**src/rtl/iref_pkg.sv**
```systemverilog
/*
 * Constants for the interrupt enable and request-flag register block.
 * Assumes an 8-bit register port with 8-bit addresses, one clock, active-low reset.
 */
`default_nettype none
package iref_pkg;
    // Register addresses
    localparam logic [7:0] IREF_TCF_ADDR = 8'h88;
    localparam logic [7:0] IREF_SCON_ADDR = 8'h98;
    localparam logic [7:0] IREF_SEN_ADDR = 8'h9A;
    localparam logic [7:0] IREF_SFL_ADDR = 8'hBF;
    localparam logic [7:0] IREF_PEN_ADDR = 8'hA8;
    localparam logic [7:0] IREF_IST_ADDR = 8'hC0;
    localparam logic [7:0] IREF_IMK_ADDR = 8'hC1;
    // Field positions
    localparam int IREF_EXT2_BIT = 2;
    localparam int IREF_TMR3_BIT = 1;
    localparam int IREF_CONV_BIT = 0;
    localparam int IREF_TMR1_BIT = 7;
    localparam int IREF_TMR0_BIT = 5;
    localparam int IREF_EXT1_BIT = 3;
    localparam int IREF_EXT0_BIT = 1;
    localparam int IREF_TXD_BIT = 1;
    localparam int IREF_RXD_BIT = 0;
    localparam int IREF_GEN_BIT = 7;
    // Writable masks
    localparam logic [7:0] IREF_TCF_FLAGS = 8'hAA;
    localparam logic [7:0] IREF_SCON_FLAGS = 8'h03;
    localparam logic [7:0] IREF_SEN_MASK = 8'h07;
    localparam logic [7:0] IREF_SFL_MASK = 8'h07;
    localparam logic [7:0] IREF_PEN_MASK = 8'h9F;
    // Reset values and source count
    localparam logic [7:0] IREF_RST_BYTE = 8'h00;
    localparam logic [7:0] IREF_NO_SRC = 8'hFF;
    localparam int IREF_NUM_SRC = 8;
endpackage
`default_nettype wire

```
**src/rtl/iref_flags.sv**
```systemverilog
/*
 * Interrupt enable and request-flag registers for eight sources, with a
 * fixed-priority pending selector and a summary status/mask interrupt.
 * Assumes peripherals give one-cycle set pulses synchronous to ref_clk_in,
 * and the core pulses irq_ack_in once when it takes the selected request.
 */
// Chosen here: the strobed register port.
`default_nettype none
// Contract
// RL1: Secondary enable bit 2 enables the third pin interrupt and resets to 0.
// RL2: Secondary enable bit 1 enables the timer-3 interrupt and resets to 0.
// RL3: Secondary enable bit 0 enables the converter interrupt and resets to 0.
// RL4: Secondary flag bit 2 holds the third pin request, reset 0.
// RL5: Secondary flag bit 1 holds the timer-3 request, reset 0.
// RL6: Secondary flag bit 0 holds the converter request, reset 0.
// RL7: Timer control bit 7 holds the timer-1 request, reset 0.
// RL8: Timer control bit 5 holds the timer-0 request, reset 0.
// RL9: Timer control bit 3 holds the second pin request, reset 0.
// RL10: Timer control bit 1 holds the first pin request, reset 0.
// RL11: Serial bit 1 is set when the transmitter reports frame completion.
// RL12: Serial bit 0 is set when the receiver reports frame completion.
// RL13: Software alone clears the serial transmit and receive flags.
// RL14: A request is taken only with flag, own enable and global enable all set.
// RL15: A flag is set by its event whether or not its source is enabled.
// RL16: Servicing clears most flags; disabled sources clear only by software.
// RL17: A set in the same cycle as a clear wins.
module iref_flags
    import iref_pkg::*;
(
    // Clock and reset
    input wire logic ref_clk_in,
    input wire logic rst_b_in,
    input wire logic clk_en_in,
    // Register port
    input wire logic [7:0] reg_addr_in,
    input wire logic [7:0] reg_wdata_in,
    input wire logic reg_wr_in,
    input wire logic reg_rd_in,
    output logic [7:0] reg_rdata_out,
    // Peripheral set pulses
    input wire logic ext_pin_irq_a_in,
    input wire logic ext_pin_irq_b_in,
    input wire logic ext_pin_irq_c_in,
    input wire logic timer0_set_in,
    input wire logic timer1_set_in,
    input wire logic timer3_set_in,
    input wire logic converter_set_in,
    input wire logic serial_tx_set_in,
    input wire logic serial_rx_set_in,
    // Core dispatch
    input wire logic irq_ack_in,
    output logic irq_req_out,
    output logic [2:0] irq_src_out,
    // Summary interrupt
    output logic irq_out
);

    ////////////////////////////////////////////////////////////////////////
    // Source index: 0 pin a, 1 timer0, 2 pin b, 3 timer1, 4 serial,
    // 5 timer3, 6 converter, 7 pin c

    logic [7:0] flag_q;
    logic [7:0] flag_d;
    logic serial_tx_q;
    logic serial_tx_d;
    logic serial_rx_q;
    logic serial_rx_d;
    logic [7:0] pen_q;
    logic [7:0] sen_q;
    logic [7:0] ist_q;
    logic [7:0] ist_d;
    logic [7:0] imk_q;
    logic [7:0] rdata_q;
    logic [7:0] rdata_d;
    logic irq_req_q;
    logic [2:0] irq_src_q;
    logic irq_q;

    wire wr_tcf = reg_wr_in && (reg_addr_in == IREF_TCF_ADDR);
    wire wr_scon = reg_wr_in && (reg_addr_in == IREF_SCON_ADDR);
    wire wr_sen = reg_wr_in && (reg_addr_in == IREF_SEN_ADDR);
    wire wr_sfl = reg_wr_in && (reg_addr_in == IREF_SFL_ADDR);
    wire wr_pen = reg_wr_in && (reg_addr_in == IREF_PEN_ADDR);
    wire wr_imk = reg_wr_in && (reg_addr_in == IREF_IMK_ADDR);
    wire rd_ist = reg_rd_in && (reg_addr_in == IREF_IST_ADDR);

    ////////////////////////////////////////////////////////////////////////
    // Per-source set, write and enable mapping

    wire [7:0] set_vec = {ext_pin_irq_c_in, converter_set_in, timer3_set_in, 1'b0,
        timer1_set_in, ext_pin_irq_b_in, timer0_set_in, ext_pin_irq_a_in};
    wire [7:0] wr_vec = {wr_sfl, wr_sfl, wr_sfl, 1'b0, wr_tcf, wr_tcf, wr_tcf, wr_tcf};
    wire [7:0] wval_vec = {reg_wdata_in[IREF_EXT2_BIT], reg_wdata_in[IREF_CONV_BIT],
        reg_wdata_in[IREF_TMR3_BIT], 1'b0, reg_wdata_in[IREF_TMR1_BIT],
        reg_wdata_in[IREF_EXT1_BIT], reg_wdata_in[IREF_TMR0_BIT],
        reg_wdata_in[IREF_EXT0_BIT]};
    wire [7:0] en_vec = {sen_q[IREF_EXT2_BIT], sen_q[IREF_CONV_BIT], sen_q[IREF_TMR3_BIT],
        pen_q[4], pen_q[3], pen_q[2], pen_q[1], pen_q[0]};
    wire serial_any = serial_tx_q | serial_rx_q;
    wire [7:0] pend_vec = {flag_q[7:5], serial_any, flag_q[3:0]} & en_vec
        & {8{pen_q[IREF_GEN_BIT]}}; // [RL14]
    wire [7:0] ack_vec = (irq_ack_in && irq_req_q) ? (8'h01 << irq_src_q) : 8'h00;

    genvar gi;
    generate
        for (gi = 0; gi < IREF_NUM_SRC; gi++) begin : g_flag
            always_comb begin
                flag_d[gi] = flag_q[gi];
                if (wr_vec[gi]) begin
                    flag_d[gi] = wval_vec[gi];
                end
                if (ack_vec[gi] && (gi != 4)) begin
                    flag_d[gi] = 1'b0; // [RL16]
                end
                if (set_vec[gi]) begin
                    flag_d[gi] = 1'b1; // [RL15] [RL17]
                end
            end
        end
    endgenerate

    ////////////////////////////////////////////////////////////////////////
    // Serial flags: never cleared by service

    always_comb begin
        serial_tx_d = serial_tx_q;
        serial_rx_d = serial_rx_q;
        if (wr_scon) begin
            serial_tx_d = reg_wdata_in[IREF_TXD_BIT]; // [RL13]
            serial_rx_d = reg_wdata_in[IREF_RXD_BIT];
        end
        if (serial_tx_set_in) begin
            serial_tx_d = 1'b1; // [RL11] [RL17]
        end
        if (serial_rx_set_in) begin
            serial_rx_d = 1'b1; // [RL12] [RL17]
        end
    end

    ////////////////////////////////////////////////////////////////////////
    // Lowest index pending wins

    logic [2:0] sel_src;
    always_comb begin
        sel_src = 3'h0;
        for (int i = IREF_NUM_SRC - 1; i >= 0; i--) begin
            if (pend_vec[i]) begin
                sel_src = 3'(i);
            end
        end
    end

    ////////////////////////////////////////////////////////////////////////
    // Sticky status of flag rises, cleared by reading

    wire [7:0] raw_vec = {flag_q[7:5], serial_any, flag_q[3:0]};
    wire [7:0] raw_nxt = {flag_d[7:5], serial_tx_d | serial_rx_d, flag_d[3:0]};
    wire [7:0] rise_vec = raw_nxt & ~raw_vec;
    assign ist_d = (rd_ist ? 8'h00 : ist_q) | rise_vec;

    ////////////////////////////////////////////////////////////////////////
    // Read mux

    wire [7:0] tcf_rd = {flag_q[3], 1'b0, flag_q[1], 1'b0, flag_q[2], 1'b0,
        flag_q[0], 1'b0};
    wire [7:0] scon_rd = {6'h00, serial_tx_q, serial_rx_q};
    wire [7:0] sfl_rd = {5'h00, flag_q[7], flag_q[5], flag_q[6]};
    always_comb begin
        case (reg_addr_in)
            IREF_TCF_ADDR: rdata_d = tcf_rd; // [RL7] [RL8] [RL9] [RL10]
            IREF_SCON_ADDR: rdata_d = scon_rd;
            IREF_SEN_ADDR: rdata_d = sen_q; // [RL1] [RL2] [RL3]
            IREF_SFL_ADDR: rdata_d = sfl_rd; // [RL4] [RL5] [RL6]
            IREF_PEN_ADDR: rdata_d = pen_q;
            IREF_IST_ADDR: rdata_d = ist_q;
            IREF_IMK_ADDR: rdata_d = imk_q;
            default: rdata_d = IREF_RST_BYTE;
        endcase
    end

    ////////////////////////////////////////////////////////////////////////
    // Flip-flops

    always_ff @(posedge ref_clk_in or negedge rst_b_in) begin
        if (!rst_b_in) begin
            flag_q <= IREF_RST_BYTE;
            serial_tx_q <= 1'b0;
            serial_rx_q <= 1'b0;
            pen_q <= IREF_RST_BYTE;
            sen_q <= IREF_RST_BYTE; // [RL1] [RL2] [RL3]
            ist_q <= IREF_RST_BYTE;
            imk_q <= IREF_RST_BYTE;
            rdata_q <= IREF_RST_BYTE;
            irq_req_q <= 1'b0;
            irq_src_q <= 3'h0;
            irq_q <= 1'b0;
        end else if (clk_en_in) begin
            flag_q <= flag_d;
            flag_q[4] <= 1'b0;
            serial_tx_q <= serial_tx_d;
            serial_rx_q <= serial_rx_d;
            if (wr_pen) begin
                pen_q <= reg_wdata_in & IREF_PEN_MASK;
            end
            if (wr_sen) begin
                sen_q <= reg_wdata_in & IREF_SEN_MASK;
            end
            if (wr_imk) begin
                imk_q <= reg_wdata_in;
            end
            ist_q <= ist_d;
            if (reg_rd_in) begin
                rdata_q <= rdata_d;
            end else begin
                rdata_q <= IREF_RST_BYTE;
            end
            irq_req_q <= |(pend_vec & ~ack_vec); // [RL14]
            irq_src_q <= sel_src;
            irq_q <= |(ist_d & imk_q);
        end
    end

    assign reg_rdata_out = rdata_q;
    assign irq_req_out = irq_req_q;
    assign irq_src_out = irq_src_q;
    assign irq_out = irq_q;

endmodule
`default_nettype wire

```
**config.mk**
```make
export PLATFORM = sky130hd
export DESIGN_NAME = iref_flags
export DESIGN_NICKNAME = d
export VERILOG_FILES = /design/src/rtl/iref_pkg.sv /design/src/rtl/iref_flags.sv
export SDC_FILE = /design/constraint.sdc
export NUM_CORES = 1
export LEC_CHECK = 0
export ABC_AREA = 1
export BUFFER_PORTS_ARGS = -buffer_cell sky130_fd_sc_hd__buf_2
export CAP_MARGIN = 20
export CORE_MARGIN = 5
export CORE_UTILIZATION = 35
export DETAILED_ROUTE_END_ITERATION = 10
export PLACE_DENSITY = 0.63
export SYNTH_ARGS = -nofsm -noshare
export SYNTH_HDL_FRONTEND = slang
export SYNTH_SLANG_ARGS = --single-unit
```
**constraint.sdc**
```tcl
create_clock -name ref_clk_in -period 2.26 [get_ports ref_clk_in]
set_input_delay 0.339 -clock ref_clk_in [delete_from_list [all_inputs] [get_ports ref_clk_in]]
set_output_delay 0.339 -clock ref_clk_in [all_outputs]
set_load 0.01 [all_outputs]
```
Word level (Yosys, flattened, before mapping). Cells that the tools add are included.

$add $sub $neg: 0. Multipliers: 0. Divide/modulo/power cells: 0. Magnitude comparators: 0. Equality and inequality tests: 7. Shift operators: 1. Muxes and demuxes: 37. Bitwise gates (word level): 10. Reductions and logical operators: 13.

Operators by type and width (count): 8-bit == test (second input constant) (7); 8-bit one-hot mux with 7 select lines (1); 8-bit bitwise AND (5); 1-bit two-way mux (25); 3-bit two-way mux (8); 8-bit two-way mux (3); 8-bit NOT (2); 8-bit OR reduction (2); 1-bit logical AND (8); 8-bit OR (1); 1-bit by 3-bit left shift with 8-bit output (first input constant) (1); 2-bit AND reduction (3); 1-bit OR (2).

Register bits: 47. Bits in latches: 0. RAM bits: 0. ROM bits: 0. Bits of input ports: 31. Output and inout port bits: 13. Word-level logic and storage cells: 79. Memories kept: 0.

Depth between registers and ports, before layout.
Depth after elaboration: 11. Depth in mapped cells: 16. Gate-level depth less buffers: 16.

Worst setup path before layout. Ideal clock, no wire load.

Path type: in2reg. Start: in reg_addr_in[3]. End: reg imk_q[5]. Library setup time: 0.117 ns. Arrival time: 1.390 ns. Data required time: 2.143 ns. Slack: 0.753 ns. Stages: 6. Buffers on the path: 1. Cells stage by stage: or2_4 -> nor4_4 -> nand2_4 -> buf_6 -> nand2_1 -> o21ai_2.

Cells in the longest elaborated chain, start to end: 3.

Ends and longest elaborated chain: from (decl) (RTL line iref_flags.sv:35) `input wire logic [7:0] reg_addr_in,`; 8-bit == test (RTL line iref_flags.sv:84) `wire wr_imk = reg_wr_in && (reg_addr_in == IREF_IMK_ADDR);`; 1-bit logical AND (RTL line iref_flags.sv:84); 2-bit AND reduction (no source line); to (signal assigned) (RTL line iref_flags.sv:209) `imk_q <= reg_wdata_in;`; to (decl) (RTL line iref_flags.sv:72) `logic [7:0] imk_q;`.

Every way passes these cells. A chain may end at the register's enable or synchronous reset.

Worst setup path in the final report.
Start: reg irq_req_q (netlist: irq_req_out). End: reg irq_q (netlist: irq_out).

Cells in the longest elaborated chain, start to end: 8. Elaborated cells on any way between the ends: 20. Those cells by class: mux (15); bitwise (3); reduce/logical (2).

Ends and longest elaborated chain: from (decl) (RTL line iref_flags.sv:75) `logic irq_req_q;`; from (signal assigned) (RTL line iref_flags.sv:217) `irq_req_q <= |(pend_vec & ~ack_vec);`; 1-bit logical AND (*) (RTL line iref_flags.sv:102) `wire [7:0] ack_vec = (irq_ack_in && irq_req_q) ? (8'h01 << irq_src_q) : 8'h00;`; 8-bit two-way mux (*) (RTL line iref_flags.sv:102); 1-bit two-way mux (RTL line iref_flags.sv:112) `if (ack_vec[gi] && (gi != 4)) begin`; 1-bit two-way mux (RTL line iref_flags.sv:115) `if (set_vec[gi]) begin`; 8-bit bitwise AND (*) (RTL line iref_flags.sv:158) `wire [7:0] rise_vec = raw_nxt & ~raw_vec;`; 8-bit OR (*) (RTL line iref_flags.sv:159) `assign ist_d = (rd_ist ? 8'h00 : ist_q) | rise_vec;`; 8-bit bitwise AND (*) (RTL line iref_flags.sv:219) `irq_q <= |(ist_d & imk_q);`; 8-bit OR reduction (*) (RTL line iref_flags.sv:219); to (signal assigned) (RTL line iref_flags.sv:219); to (decl) (RTL line iref_flags.sv:77) `logic irq_q;`.

Every way passes the cells marked *; elsewhere a longest branch is shown, timed or not.

==> out/metrics.cfg <==
[routing]
drt-initial-drc-count = 238
drc_errors = 0
wl_um = 7960
wl_per_cell_um = 14.7
num_vias = 2699
drt_pass1_iterations = 4
via_per_inst = 4.99
final_antenna_net_count = 0

[worst_setup_path]
crit_path_max_incr_delay_ns = 0.38
cp_cell_sequence = nand2_1, nor2_1, nand2_1, nand3_1, nand2_1, nand2_1, nand2_1, nand2_1, nand2_1, nor2_1, nand2_1, nand2_1, nand2_1
end_kind = register
ff2ff_setup_slack_ns = 0.46
crit_top_cell = nand2_1
worstReg2RegStart = irq_req_out
r2r_end = irq_out
path_buf_inv = 0
worstSetupStartpointType = register
cp_data_arrival_time_ns = 2.00
cp_slowest_cell = dfrtp_1
cp_max_fo = 8
critical_path_required_ns = 2.46
critical_path_class = register to register
crit_family = simple AND/OR/NAND/NOR gates
reg2reg_depth = 13

[clock_network]
cts_resized = 0
cts_made_buffers = 5
cts.sinks = 47
tritoncts = built
cts_setup_buffers = 0
root_buffer = clkbuf_8
insertion_delay_ns = 0.30
htree_num_levels = 2
hold_buffers = 0
cts.path.max_buffers = 2
path_clk_slew_ns = 0.09

[yosys]
yosys.cell_types.count = 36
synthArstFlopShare_pct = 100
synthesis.nets = 424
synth_edf_count = 0
synth_area_mm2 = 0.00278
synthCells = 393
synth_top_area_cell = dfrtp_1
seq_area_frac_synth_pct = 42.3
synth_top_flop_cell = dfrtp_1
syn_area_per_cell_um2 = 7.07
yosysMostFrequentCell = nand2_1
yosys_register_bits = 47
yosys-top-cells-count = 146 x nand2_1, 47 x dfrtp_1, 46 x inv_1
ys_top_cells_by_area = dfrtp_1 42%, nand2_1 20%, inv_1 6.2%, o21ai_0 4.7%, nand3_1 3.8%
yosysWarnings = 0
synth.top_cell.area_share_pct = 42.3

[power_and_ir_drop]
p_leak_uw = 0.00169
pwr-share-clk_pct = 30.5
pwr-share-seq_pct = 54.7
intPower_uw = 1180
p_sw_share_pct = 29.0
vdd_drop_max_mv = 0.205
power_density_mw_per_mm2 = 519
p_comb_share_pct = 14.8
total_power_uw = 1660
p_sw_uw = 480

[cells_and_area]
n_antenna_cell = 0
drive_gt1_share_pct = 18.0
fin_nets = 469
fin_area_mm2 = 0.00319
fin_util_pct = 41.3
syn_to_final_growth_pct = 14.7

[grt]
met3_usage_pct = 2.95
track_usage_pct = 16.9
grt-busiest-layer = met2
grt.met1_usage_pct = 24.0
grt_pass1_vias = 2641
overflow = 0
grt_max_degree = 36
antenna_found_initial = 0
gr-usage-met2_pct = 25.6
grt_first_pass_wirelength_um = 13200

[timing]
rsz0062_at_grt = false
fin_crit_sh_pct = 79.7
tns_ns = 0
hold_viol = 0
setup_viol = 0
setup_ws_ns = 0.459
clock_skew_ns = 0.00170
max-slew-margin-rel_pct = 46.8
fin_crit_ns = 1.80
worst_slew_pin_slew_ns = 0.798
slew_viol_final = 0
fmax_mhz = 555

[die]
initial_core_util_pct = 36.0
num_io_pins = 44
dieHeight_um = 99.1
die_w_um = 99.1
dieArea_mm2 = 0.00983
core_area_mm2 = 0.00773
rows = 32

[placement]
pre_cts_slack_ns = 0.436
numPortBuffers = 43
place_area_mm2 = 0.00310
dp_hpwl_um = 6320
place_congestion = 0.924

[min_path]
hp-class = primary input to asynchronous set/reset pin

[job]
drv_cap = 0

[status]
status = finished, final reports clean

## routing by layer
layer | vias to the layer above | part of all wire [%]
li1 | 1364 | -
met1 | 1242 | 47
met2 | 81 | 45
met3 | 12 | 5.9
met4 | 0 | 2.3
met5 | - | 0
## metrics by stage
stage,instances,hold slack (ns)
finish,541,0.118
floorplan,393,0.0434
global route,541,0.168
detailed placement,533,0.461
CTS,541,0.141
global placement,533,0.459
## power by group through the flow
stage          Combinational [uW]  Sequential (uW)  Clock (uW)
2_1_floorplan                 148              916           0
3_3_place_gp                  244              923           0
3_5_place_dp                  246              923           0
4_1_cts                       248              907         520
5_1_grt                       281              912         547
6_report                      245              907         505
## state kept, by name, summed over array words and instances (netlist names), 3 cells and up
register	flops
imk_q	8
ist_q	8
reg_rdata_out	8
flag_q	7
pen_q	6
irq_src_out	3
sen_q	3
## worst max path at each step
stage              startpoint        to  slack [ns]  depth (start not counted)
6_report          irq_req_out   irq_out        0.46                         13
5_1_grt           irq_req_out   irq_out        0.20                         13
4_1_cts           irq_req_out   irq_out        0.46                         13
3_5_place_dp   reg_addr_in[5]   irq_out        0.44                         15
3_3_place_gp   reg_addr_in[6]   irq_out        0.45                         17
2_1_floorplan  reg_addr_in[3]  imk_q[5]        0.75                          6
## layout make-up
type                       count  area, um2
multi-input combinational    285       1350
sequential                    47       1180
clock inverter                 2       12.5
inverter                      50        188
tap                          102        128
timing repair buffer          49        260
clock buffer                   6       72.6
fill                         820       4540
## layout by cell type (no fill, tap or decap), types with 8 or more instances in the layout
cell and count:
dfrtp_1 47, nand4_1 8, a21oi_1 9, o21ai_0 26, buf_2 43, nand3_1 21
inv_1 46, nor2_1 26, nand2_1 146
## cell families after synthesis
logic type             Yosys count  synth area share [%]
flip-flops                      47                  42.3
AND/OR/NAND/NOR                218                  33.7
AO/OA/AOI/OAI                   67                  15.0
buffers and inverters           61                  9.05
## worst reg2reg max path, stage by stage, from the launching register on
cell,delay [ns]
dfrtp_1,0.38
nand2_1,0.08
nor2_1,0.38
nand2_1,0.17
nand3_1,0.13
nand2_1,0.07
nand2_1,0.08
nand2_1,0.05
nand2_1,0.05
nand2_1,0.06
nor2_1,0.10
nand2_1,0.05
nand2_1,0.05
nand2_1,0.04
(Power assumes the default switching activity.)
